==> config.mk <==
export PLATFORM = sky130hd
export DESIGN_NAME = sync_serial_channel
export DESIGN_NICKNAME = d
export VERILOG_FILES = /design/src/logic/baud_tick.v /design/src/logic/sync_serial_channel.v
export VERILOG_INCLUDE_DIRS = /design/src /design/src/logic
export SDC_FILE = /design/constraint.sdc
export NUM_CORES = 1
export LEC_CHECK = 0
export ABC_CLOCK_PERIOD_IN_PS = 3150
export BUFFER_PORTS_ARGS = -buffer_cell sky130_fd_sc_hd__buf_2
export CORE_MARGIN = 10
export CORE_UTILIZATION = 56
export DETAILED_ROUTE_END_ITERATION = 12
export PLACE_DENSITY = 0.89
export SYNTH_ARGS = -nofsm -noshare
export SYNTH_HDL_FRONTEND = slang
export SYNTH_HIERARCHICAL = 1
export SYNTH_SLANG_ARGS = --single-unit
==> constraint.sdc <==
create_clock -name clock -period 3.15 [get_ports clock]
set_clock_uncertainty 0.05 [all_clocks]
set_input_delay 0.315 -clock clock [delete_from_list [all_inputs] [get_ports clock]]
set_output_delay 0.315 -clock clock [all_outputs]
set_load 0.1 [all_outputs]
==> src/logic/sync_serial_regs.vh <==
// register map, field positions and constants of the clocked serial channel
`ifndef SYNC_SERIAL_REGS_VH
`define SYNC_SERIAL_REGS_VH

`define ADDR_MODE        8'h00
`define ADDR_BAUD        8'h04
`define ADDR_CTRL1       8'h08
`define ADDR_TXBUF       8'h0c
`define ADDR_RXBUF       8'h10

`define MODE_W           16
`define MODE_RST         16'h0000
`define MODE_SEL_HI      2
`define MODE_SEL_LO      0
`define MODE_CLK_SOURCE_SELECT       3
`define MODE_PRE_HI      5
`define MODE_PRE_LO      4
`define MODE_CLOCK_POLARITY       6
`define MODE_MSBF        7
`define MODE_INV         8
`define MODE_FLOW_EN     9
`define MODE_FLOW_RTS    10
`define MODE_CONT_RX     11
`define MODE_TXIRQ_SEL   12
`define MODE_CLK_PIN_SEL 13
`define MODE_CLK_TWO_PIN 14
`define MODE_CTS_SEP     15

`define CTRL1_TX_EN      0
`define CTRL1_TX_EMPTY   1
`define CTRL1_RX_EN      2
`define CTRL1_RX_FULL    3
`define CTRL1_SHIFT_IDLE 4
`define CTRL1_OVERRUN    5
`define RXBUF_OVERRUN    8

`define SYNC_MODE        3'b001
`define BAUD_RST         8'h00
`define BYTE_RST         8'h00
`define CNT_RST          4'h0
`define LAST_BIT         4'h7
`define OVR_BIT          4'h6
`define CNT_ONE          4'h1

`define PRE_DIV1         2'b00
`define PRE_DIV2         2'b01
`define PRE_DIV8         2'b10
`define PRE_DIV32        2'b11
`define PRE_MAX1         5'h00
`define PRE_MAX2         5'h01
`define PRE_MAX8         5'h07
`define PRE_MAX32        5'h1f
`define PRE_ONE          5'h01
`define DIV_ONE          8'h01

`endif

==> src/logic/baud_tick.v <==
// prescaler and baud divider producing half-period ticks of the transfer clock
`default_nettype none
`timescale 1ns/1ps
`include "sync_serial_regs.vh"

module baud_tick (
	input  wire       clock,
	input  wire       rst,
	input  wire       run,
	input  wire [1:0] prescale_sel,
	input  wire [7:0] baud_divider,
	output wire       tick
);

	reg [4:0] pre_r;
	reg [7:0] div_r;
	wire      pre_end;
	wire      div_end;

	function [4:0] pre_max;
		input [1:0] sel;
		begin
			case (sel)
				`PRE_DIV1: pre_max = `PRE_MAX1;
				`PRE_DIV2: pre_max = `PRE_MAX2;
				`PRE_DIV8: pre_max = `PRE_MAX8;
				default:   pre_max = `PRE_MAX32;
			endcase
		end
	endfunction

	assign pre_end = (pre_r == pre_max(prescale_sel));
	assign div_end = (div_r == baud_divider);
	// one tick per (prescale)*(n+1) clocks: a full clock period is twice that
	assign tick    = run & pre_end & div_end;

	// counters held at zero while idle so the first half period is full length
	always @(posedge clock) begin
		if (rst || !run) begin
			pre_r <= 5'h00;
			div_r <= `BAUD_RST;
		end else if (pre_end) begin
			pre_r <= 5'h00;
			div_r <= div_end ? `BAUD_RST : div_r + `DIV_ONE;
		end else begin
			pre_r <= pre_r + `PRE_ONE;
		end
	end

endmodule
`default_nettype wire

==> src/logic/sync_serial_channel.v <==
// one channel of the serial unit in clocked synchronous mode, with an APB slave
//
// Chosen here: the register offsets and register access over APB.
`default_nettype none
`timescale 1ns/1ps
`include "sync_serial_regs.vh"

module sync_serial_channel #(
	parameter CHANNEL = 0
) (
	input  wire        clock,
	input  wire        rst,
	input  wire        psel,
	input  wire        penable,
	input  wire        pwrite,
	input  wire [7:0]  paddr,
	input  wire [31:0] pwdata,
	output wire        pready,
	output wire        pslverr,
	output wire [31:0] prdata,
	input  wire        clk_pin_i,
	output wire        clk_pin_o,
	output wire        clk_pin_oe,
	output wire        clk_pin2_o,
	output wire        clk_pin2_oe,
	output wire        serial_data_out,
	input  wire        serial_data_in,
	input  wire        cts_rts_pin_i,
	output wire        cts_rts_pin_o,
	output wire        cts_rts_pin_oe,
	input  wire        cts_sep_n,
	output wire        tx_irq_req,
	output wire        rx_irq_req
);

	reg [`MODE_W-1:0] mode_r;
	reg [7:0]         baud_r;
	reg               tx_en_r;
	reg               rx_en_r;
	reg [7:0]         txbuf_r;
	reg               tx_empty_r;
	reg [7:0]         rxbuf_r;
	reg               rx_full_r;
	reg               ovr_r;
	reg               frame_ovr_r;
	reg               busy_r;
	reg               rx_act_r;
	reg [7:0]         tsh_r;
	reg [7:0]         rsh_r;
	reg [3:0]         cnt_r;
	reg               clk_r;
	reg               clk_prev_r;
	reg               txd_r;
	reg               rts_r;
	reg               tx_irq_r;
	reg               rx_irq_r;
	reg [31:0]        prdata_r;

	wire mode_ok;
	wire ext_clk;
	wire polarity;
	wire msb_first;
	wire inv;
	wire idle_lvl;
	wire cts_mode;
	wire cts_in;
	wire tick;
	wire lead_edge;
	wire trail_edge;
	wire start;
	wire frame_done;
	wire setup;
	wire access;
	wire wr;
	wire rd_rx;
	wire rx_in;
	wire two_pin;
	wire sep_pins;

	function addr_ok;
		input [7:0] a;
		begin
			addr_ok = (a == `ADDR_MODE) || (a == `ADDR_BAUD) || (a == `ADDR_CTRL1) ||
				(a == `ADDR_TXBUF) || (a == `ADDR_RXBUF);
		end
	endfunction

	assign mode_ok   = (mode_r[`MODE_SEL_HI:`MODE_SEL_LO] == `SYNC_MODE);
	assign ext_clk   = mode_r[`MODE_CLK_SOURCE_SELECT];
	assign polarity  = mode_r[`MODE_CLOCK_POLARITY];
	assign msb_first = mode_r[`MODE_MSBF];
	assign inv       = mode_r[`MODE_INV];
	// polarity 0 idles high so the first edge of a frame is the falling drive edge
	assign idle_lvl  = ~polarity;
	assign sep_pins  = (CHANNEL == 0) && mode_r[`MODE_CTS_SEP];
	assign two_pin   = (CHANNEL == 1) && mode_r[`MODE_CLK_TWO_PIN] && !ext_clk;
	assign cts_mode  = mode_r[`MODE_FLOW_EN] && !mode_r[`MODE_FLOW_RTS];
	assign cts_in    = sep_pins ? cts_sep_n : cts_rts_pin_i;

	assign setup  = psel && !penable;
	assign access = psel && penable;
	assign wr     = access && pwrite && addr_ok(paddr);
	assign rd_rx  = access && !pwrite && (paddr == `ADDR_RXBUF);

	baud_tick u_baud (
		.clock        (clock),
		.rst          (rst),
		.run          (busy_r && !ext_clk),
		.prescale_sel (mode_r[`MODE_PRE_HI:`MODE_PRE_LO]),
		.baud_divider (baud_r),
		.tick         (tick)
	);

	// external clock pin is taken as synchronous, so a plain previous-value edge detect
	assign lead_edge  = busy_r && (ext_clk ? (clk_prev_r == idle_lvl && clk_pin_i != idle_lvl)
		: (tick && clk_r == idle_lvl));
	assign trail_edge = busy_r && (ext_clk ? (clk_prev_r != idle_lvl && clk_pin_i == idle_lvl)
		: (tick && clk_r != idle_lvl));
	assign frame_done = trail_edge && (cnt_r == `LAST_BIT);

	// an external clock must rest at its idle level before a frame may start
	assign start = mode_ok && !busy_r && tx_en_r && !tx_empty_r && (!cts_mode || !cts_in)
		&& (!ext_clk || clk_pin_i == idle_lvl);

	assign rx_in = serial_data_in ^ inv;

	// bus side: no wait states, read data captured in the setup cycle
	assign pready  = penable;
	assign pslverr = access && !addr_ok(paddr);
	assign prdata  = prdata_r;

	always @(posedge clock) begin
		if (rst) begin
			prdata_r <= 32'h00000000;
		end else if (setup) begin
			case (paddr)
				`ADDR_MODE:  prdata_r <= {16'h0000, mode_r};
				`ADDR_BAUD:  prdata_r <= {24'h000000, baud_r};
				`ADDR_CTRL1: prdata_r <= {26'h0000000, ovr_r, !busy_r, rx_full_r,
					rx_en_r, tx_empty_r, tx_en_r};
				`ADDR_RXBUF: prdata_r <= {23'h000000, ovr_r, rxbuf_r};
				default:     prdata_r <= 32'h00000000;
			endcase
		end
	end

	always @(posedge clock) begin
		if (rst) begin
			mode_r  <= `MODE_RST;
			baud_r  <= `BAUD_RST;
			tx_en_r <= 1'b0;
			rx_en_r <= 1'b0;
			txbuf_r <= `BYTE_RST;
		end else if (wr) begin
			case (paddr)
				`ADDR_MODE:  mode_r <= pwdata[`MODE_W-1:0];
				`ADDR_BAUD:  baud_r <= pwdata[7:0];
				`ADDR_CTRL1: begin
					tx_en_r <= pwdata[`CTRL1_TX_EN];
					rx_en_r <= pwdata[`CTRL1_RX_EN];
				end
				`ADDR_TXBUF: txbuf_r <= pwdata[7:0];
				default:     baud_r <= baud_r;
			endcase
		end
	end

	// buffer flags: frame_done setting rx_full_r wins over a read in the same cycle; a TXBUF write clearing tx_empty_r wins over start
	always @(posedge clock) begin
		if (rst) begin
			tx_empty_r <= 1'b1;
		end else if (wr && paddr == `ADDR_TXBUF) begin
			tx_empty_r <= 1'b0;
		end else if (rd_rx && mode_r[`MODE_CONT_RX] && !start) begin
			// old buffer contents are reused as dummy data for the next frame
			tx_empty_r <= 1'b0;
		end else if (start) begin
			tx_empty_r <= 1'b1;
		end
	end

	always @(posedge clock) begin
		if (rst) begin
			rx_full_r <= 1'b0;
			rxbuf_r   <= `BYTE_RST;
		end else if (frame_done && rx_act_r && !frame_ovr_r) begin
			rx_full_r <= 1'b1;
			rxbuf_r   <= msb_first ? {rsh_r[6:0], rx_in} : {rx_in, rsh_r[7:1]};
		end else if (rd_rx || !rx_en_r) begin
			rx_full_r <= 1'b0;
		end
	end

	// overrun stays until reception is disabled or the mode is left
	always @(posedge clock) begin
		if (rst) begin
			ovr_r <= 1'b0;
		end else if (trail_edge && cnt_r == `OVR_BIT && rx_act_r && rx_full_r) begin
			ovr_r <= 1'b1;
		end else if (!rx_en_r || !mode_ok) begin
			ovr_r <= 1'b0;
		end
	end

	// shift engine
	always @(posedge clock) begin
		if (rst) begin
			busy_r      <= 1'b0;
			rx_act_r    <= 1'b0;
			frame_ovr_r <= 1'b0;
			tsh_r       <= `BYTE_RST;
			rsh_r       <= `BYTE_RST;
			cnt_r       <= `CNT_RST;
			clk_r       <= 1'b1;
			txd_r       <= 1'b1;
		end else if (!mode_ok) begin
			busy_r   <= 1'b0;
			rx_act_r <= 1'b0;
			clk_r    <= idle_lvl;
			txd_r    <= 1'b1;
		end else if (start) begin
			busy_r      <= 1'b1;
			rx_act_r    <= rx_en_r;
			frame_ovr_r <= 1'b0;
			tsh_r       <= txbuf_r;
			cnt_r       <= `CNT_RST;
			clk_r       <= idle_lvl;
		end else begin
			if (tick) begin
				clk_r <= ~clk_r;
			end else if (!busy_r) begin
				clk_r <= idle_lvl;
			end
			if (lead_edge) begin
				txd_r <= (msb_first ? tsh_r[7] : tsh_r[0]) ^ inv;
				tsh_r <= msb_first ? {tsh_r[6:0], 1'b0} : {1'b0, tsh_r[7:1]};
			end
			if (trail_edge) begin
				rsh_r <= msb_first ? {rsh_r[6:0], rx_in} : {rx_in, rsh_r[7:1]};
				cnt_r <= cnt_r + `CNT_ONE;
				if (cnt_r == `OVR_BIT && rx_act_r && rx_full_r) begin
					frame_ovr_r <= 1'b1;
				end
			end
			if (frame_done) begin
				busy_r   <= 1'b0;
				rx_act_r <= 1'b0;
			end
		end
	end

	always @(posedge clock) begin
		if (rst) begin
			clk_prev_r <= 1'b1;
		end else begin
			clk_prev_r <= clk_pin_i;
		end
	end

	// request-to-send low while a receive buffer slot is free
	always @(posedge clock) begin
		if (rst) begin
			rts_r <= 1'b1;
		end else begin
			rts_r <= !(mode_ok && rx_en_r && !rx_full_r);
		end
	end

	// one-cycle event pulses; the pending flag itself lives outside this block
	always @(posedge clock) begin
		if (rst) begin
			tx_irq_r <= 1'b0;
			rx_irq_r <= 1'b0;
		end else begin
			tx_irq_r <= mode_r[`MODE_TXIRQ_SEL] ? frame_done : start;
			rx_irq_r <= frame_done && rx_act_r && !frame_ovr_r;
		end
	end

	assign tx_irq_req      = tx_irq_r;
	assign rx_irq_req      = rx_irq_r;
	assign serial_data_out = txd_r;

	// the second clock pin exists only on channel 1 with internal clock
	assign clk_pin_o   = clk_r;
	assign clk_pin_oe  = mode_ok && !ext_clk && !(two_pin && mode_r[`MODE_CLK_PIN_SEL]);
	assign clk_pin2_o  = clk_r;
	assign clk_pin2_oe = mode_ok && two_pin && mode_r[`MODE_CLK_PIN_SEL];

	// shared pin carries request-to-send when selected or when the input is separated
	assign cts_rts_pin_o  = rts_r;
	assign cts_rts_pin_oe = mode_ok && mode_r[`MODE_FLOW_EN]
		&& (mode_r[`MODE_FLOW_RTS] || sep_pins);

endmodule
`default_nettype wire

# After elaboration in Yosys (flattened, before gate mapping)
# Cells that the tools add are included.
# word_totals
ff_bits,119
latch_bits,0
mem_bits_rw,0
romBits,0
input_bits,49
output_inout_bits,43
elab_cells,166
mem_count,0
# op_classes
n_addsub,3
n_mul,0
div_mod_pow,0
n_lt_le_gt_ge,0
n_eq_ne,18
shift,0
muxes,31
bitwise,8
n_reduce_logical,82
# ops
cell,n
one-hot mux 16 bit (4 select lines),1
two-way mux 8 bit,5
logical AND 1 bit,36
two-way mux 1 bit,22
"== test 8 x 4 -> 1 bit, second input constant",2
logical NOT 1 bit,16
one-hot mux 5 bit (3 select lines),1
AND reduction 2 bit,7
nonzero test 2 bit,6
logical OR 1 bit,10
"adder 8 x 1 -> 8 bit, second input constant",1
"== test 4 x 3 -> 1 bit, second input constant",2
"== test 8 x 3 -> 1 bit, second input constant",1
"== test 8 x 5 -> 1 bit, second input constant",1
== test 8 bit,1
logical NOT 8 bit,1
two-way mux 4 bit,2
AND reduction 3 bit,2
"adder 5 x 1 -> 5 bit, second input constant",1
== test 5 bit,1
"adder 4 x 1 -> 4 bit, second input constant",1
"!= test 4 x 2 -> 1 bit, second input constant",1
NOT 1 bit,4
OR reduction 2 bit,2
9 further kinds,15

# Depth between registers and ports, before layout
# logic_depth
word_depth,12
depth_mapped,11
ltp_nobuf,9

# By module
# Netlist, hierarchy kept.
# by_module_without_submodules
module,n_inst,cells_each,area_per_inst_um2,seq_area_each_um2
sync_serial_channel,1,488,4284.1,1801.7
baud_tick,1,85,799.5,260.2

# Worst setup path after synthesis
# OpenSTA, ideal clock, no wires.
# synth_timing
path_type,input to output
start,input paddr[2]
end,output pslverr
arrival_ns,2.543
required_ns,2.785
slack_ns,0.242
path_stages,4
path_buffers,2
cell_sequence,clkbuf_1 clkbuf_1 o21ai_0 a21oi_1
# synth_via
elab_chain_len,7
elab_cells_between_ends,11
classes_between,4 x eq/ne; 7 x reduce/logical
# synth_lines
element,line_no,rtl
from (decl),sync_serial_channel.v:16,"input wire [7:0] paddr,"
== test 8 x 3 -> 1 bit or logical NOT 8 bit (tied branches),--,
logical OR 1 bit (3 in a row),sync_serial_channel.v:83,addr_ok = (a == `ADDR_MODE) || (a == `ADDR_BAUD) || (a == `ADDR_CTRL1) ||
logical OR 1 bit (*),sync_serial_channel.v:83,
logical NOT 1 bit (*),sync_serial_channel.v:129,assign pslverr = access && !addr_ok(paddr);
logical AND 1 bit (*),sync_serial_channel.v:129,
to (decl),sync_serial_channel.v:19,"output wire pslverr,"
# Mark *: on every way between the ends. The rest lies on a longest branch, timed or not.

# Worst setup path in the final report
# layout_timing
start,register u_baud.div_r[5]
end,register rxbuf_r[3]
# layout_via
elab_chain_len,8
# layout_lines
element,line_no,rtl
from (decl),baud_tick.v:16,reg [7:0] div_r;
from (signal assigned),baud_tick.v:41,div_r <= `BAUD_RST;
from (signal assigned),baud_tick.v:44,div_r <= div_end ? `BAUD_RST : div_r + `DIV_ONE;
== test 8 bit,baud_tick.v:33,assign div_end = (div_r == baud_divider);
AND 1 bit,baud_tick.v:35,assign tick = run & pre_end & div_end;
named net tick,sync_serial_channel.v:67,wire tick;
logical AND 1 bit,sync_serial_channel.v:118,: (tick && clk_r != idle_lvl));
two-way mux 1 bit,sync_serial_channel.v:117,assign trail_edge = busy_r && (ext_clk ? (clk_prev_r != idle_lvl && clk_pin_i == idle_lvl)
logical AND 1 bit,sync_serial_channel.v:117,
logical AND 1 bit,sync_serial_channel.v:119,assign frame_done = trail_edge && (cnt_r == `LAST_BIT);
logical AND 1 bit (2 in a row),sync_serial_channel.v:186,end else if (frame_done && rx_act_r && !frame_ovr_r) begin
to (signal assigned),sync_serial_channel.v:185,rxbuf_r <= `BYTE_RST;
to (signal assigned),sync_serial_channel.v:188,"rxbuf_r <= msb_first ? {rsh_r[6:0], rx_in} : {rx_in, rsh_r[7:1]};"
to (decl),sync_serial_channel.v:42,reg [7:0] rxbuf_r;
# The timed path passes the listed nets, and every way through them passes these cells.
# A chain may end at the register's enable or synchronous reset.

==> impl_metrics.env <==
export IMPL_ant_nets=0
export IMPL_hold_class="primary input to flip-flop"
export IMPL_grt_max_degree=33
export IMPL_ctsHtreeMaxLevel=3
export IMPL_worst_pin_slew_ps=839.5
export IMPL_timing_setup_tns_ps=0
export IMPL_routed_top_layer="met4"
export IMPL_cts_clk_slew_worst_paths_ps=110
export IMPL_vias=4329
export IMPL_endpoint="rxbuf_r[3]"
export IMPL_post_cts_setup_buffers=0
export IMPL_ios=92
export IMPL_gp_congestion=0.8913
export IMPL_synth_distinct_cells=64
export IMPL_fill_cells=715
export IMPL_dieArea_um2=13290
export IMPL_clock_sinks=103
export IMPL_cts_resized_gates=0
export IMPL_syn_area_per_cell_um2=8.872
export IMPL_power_leakage_nw=2.432
export IMPL_start_kind="flip-flop"
export IMPL_status="finished clean"
export IMPL_dp_cells=711
export IMPL_drt_total_wl_um=12560
export IMPL_critPathKind="flip-flop to flip-flop"
export IMPL_ys_seq_area_share_pct=40.56
export IMPL_clk_latency_ps=380
export IMPL_root_buffer="clkbuf_8"
export IMPL_route_met3_wl_um=847
export IMPL_seq_area_um2=2062
export IMPL_worstPathRequired_ps=3370
export IMPL_wirelength_met1_um=5429
export IMPL_initial_utilization_pct=58.01
export IMPL_grt_total_usage_pct=19.21
export IMPL_crit_start="u_baud/div_r[5]"
export IMPL_rsz0062_at_grt="false"
export IMPL_hold_viol_final=0
export IMPL_firstDrtPassIters=7
export IMPL_fmaxAchievable_mhz=351.0
export IMPL_endpoint_kind="flip-flop"
export IMPL_drc=0
export IMPL_yosysWarnings=6
export IMPL_synth_main_ff_cell="dfxtp_1"
export IMPL_r2r_end="rxbuf_r[3]"
export IMPL_grt_pass1_vias=4457
export IMPL_cts_hold_buf=0
export IMPL_grt_pass1_wl_um=21340
export IMPL_viasPerCell=5.955
export IMPL_r2r_cells=10
export IMPL_hold_ws_ps=119.0
export IMPL_fp_dieW_um=115.3
export IMPL_numCtsBuffers=9
export IMPL_wire_per_inst_um=17.28
export IMPL_syn2layout_area_growth_pct=9.279
export IMPL_synth_edff_count=0
export IMPL_fin_nets=667
export IMPL_ys_seq_elements=103
export IMPL_maxCapViolCount=0
export IMPL_power_density_nw_per_um2=435.2
export IMPL_cts_tree="done"
export IMPL_multiInputGateArea_um2=2769
export IMPL_slew_headroom_pct=43.61
export IMPL_dp_hpwl_um=9280
export IMPL_met2_length_um=5916
export IMPL_path_max_fanout=9
export IMPL_fin_cells=727
export IMPL_port_buffers=58
export IMPL_num_rows=34
export IMPL_finalCritPeriodShare_pct=90.45
export IMPL_cp_arrival_ps=3070
export IMPL_fin_util_pct=63.39
export IMPL_syn_area_um2=5084
export IMPL_core_um2=8763
export IMPL_regToRegSetupSlack_ps=300
export IMPL_r2r_start="u_baud/div_r[5]"
export IMPL_peakVddDrop_mv=0.3613
export IMPL_layout_drive_gt1_share_pct=19.87
export IMPL_dieHeight_um=115.3
export IMPL_antenna_diode_count=0
export IMPL_synth_cells=573
export IMPL_period_minus_slack_ps=2849
export IMPL_slew_viol_final=0
export IMPL_overflow=0
export IMPL_clock_path_buffers=2
export IMPL_grt_antenna_before_repair=0
export IMPL_synth_async_sr_flop_share_pct=0
export IMPL_drt_initial_drc_count=196
export IMPL_finalSetupViolCount=0
## per-layer routing
| metal | global-route usage (%) | up-vias |
|---|---|---|
| met5 | 0 | - |
| met4 | 9.406 | 0 |
| met3 | 4.896 | 35 |
| met2 | 31.01 | 154 |
| met1 | 23.29 | 2069 |
| li1 | - | 2071 |
## report_power, final
group          total [mW]  internal [mW]  leakage, nW  switching [mW]
clock               0.876          0.386        0.107           0.490
sequential           1.32           1.31        0.830          0.0100
combinational       0.220         0.0489         1.49           0.171
total                2.42           1.75         2.43           0.672
## synth_stat cells (5+ instances only)
master	n	share of area, %
nand4_1	10	1.2
mux2_2	16	3.5
nor3_1	8	0.79
nor3b_1	7	1.0
a22oi_1	9	1.3
o21ai_1	6	0.59
mux2i_1	44	8.7
nand3_1	20	2.0
dfxtp_1	103	41
a21oi_2	6	1.0
o21ai_0	16	1.6
o211ai_1	5	0.74
and3_1	6	0.74
a21oi_1	30	3.0
nand2_1	57	4.2
buf_2	7	0.69
nand2b_1	7	0.86
nand3b_1	6	0.89
buf_4	19	2.8
nor2_1	71	5.2
a2bb2oi_1	6	1.0
nor2b_1	9	1.1
xor2_1	15	2.6
a32o_1	5	0.98
clkbuf_1	25	1.8
## cell usage in the layout, fill, tap and decap left out, types with 7 or more instances in the layout
| cell | count |
|---|---|
| a21oi_1 | 30 |
| nand3_1 | 20 |
| nand2_1 | 57 |
| mux2_2 | 16 |
| conb_1 | 17 |
| buf_4 | 10 |
| a22oi_1 | 9 |
| nor3b_1 | 7 |
| xor2_1 | 15 |
| nor3_1 | 8 |
| dfxtp_1 | 103 |
| nor2b_1 | 9 |
| nor2_1 | 71 |
| nand2b_1 | 7 |
| o21ai_0 | 16 |
| mux2i_1 | 44 |
| clkbuf_8 | 9 |
| buf_2 | 58 |
| nand4_1 | 10 |
## cell families (layout without fill, tap and decap cells)
group | Yosys count | after routing | synth area share (%)
compound gates | 101 | 101 | 13.49
xor+xnor | 19 | 19 | 3.273
fa+ha+maj | 4 | 4 | 0.9845
buf+inv | 58 | 88 | 6.153
flops | 103 | 103 | 40.56
mux | 60 | 60 | 12.21
other cells | 1 | 17 | 0.07377
simple gates | 227 | 227 | 23.26
## stage by stage
| step | instance area, µm² | power (mW) | setup slack (ps) |
|---|---|---|---|
| floorplan | 5144 | 1.535 | 242.1 |
| global placement | 5346 | 1.562 | 524.7 |
| detailed placement | 5346 | 1.567 | 442.8 |
| CTS | 5555 | 2.419 | 356.6 |
| global route | 5555 | 2.488 | 104.0 |
| finish | 5555 | 2.418 | 300.9 |
## worst min path at each step
stage / from / to / slack [ps] / depth (start not counted)
4_1_cts: pwdata[10] / mode_r[10] / 110 / 3
3_3_place_gp: prdata[0] / prdata[0] / 390 / 2
2_1_floorplan: frame_ovr_r / rx_irq_req / 370 / 1
5_1_grt: pwdata[11] / mode_r[11] / 130 / 3
6_report: pwdata[10] / mode_r[10] / 120 / 3
3_5_place_dp: prdata[4] / prdata[4] / 390 / 2
## area by class of cell
| cell class | count | area share, % |
|---|---|---|
| clock buffer | 9 | 2.230 |
| clock inverter | 7 | 1.532 |
| inverter | 4 | 0.2703 |
| multi-input combinational | 428 | 49.84 |
| sequential | 103 | 37.12 |
| tap | 108 | 2.432 |
| timing repair buffer | 68 | 6.577 |
## sequential cells by signal, summed over array words and instances, names as in the netlist, 4 cells and up
name / flops
u_baud/div_r: 8
rxbuf_r: 8
cnt_r: 4
u_baud/pre_r: 5
txbuf_r: 8
mode_r: 16
baud_r: 8
prdata: 16
rsh_r: 8
tsh_r: 8
## worst max-delay path: stages, from the launching register on
cell and delay (ps):
dfxtp_1 370, xor2_1 210, nor4_4 370, and2_4 260, and3_1 290, nand2b_1 130, o211ai_1 400, nand3_1 170
buf_4 230, mux2i_1 210, nor2_1 60
Note: power is estimated with default switching activity, not from simulation.
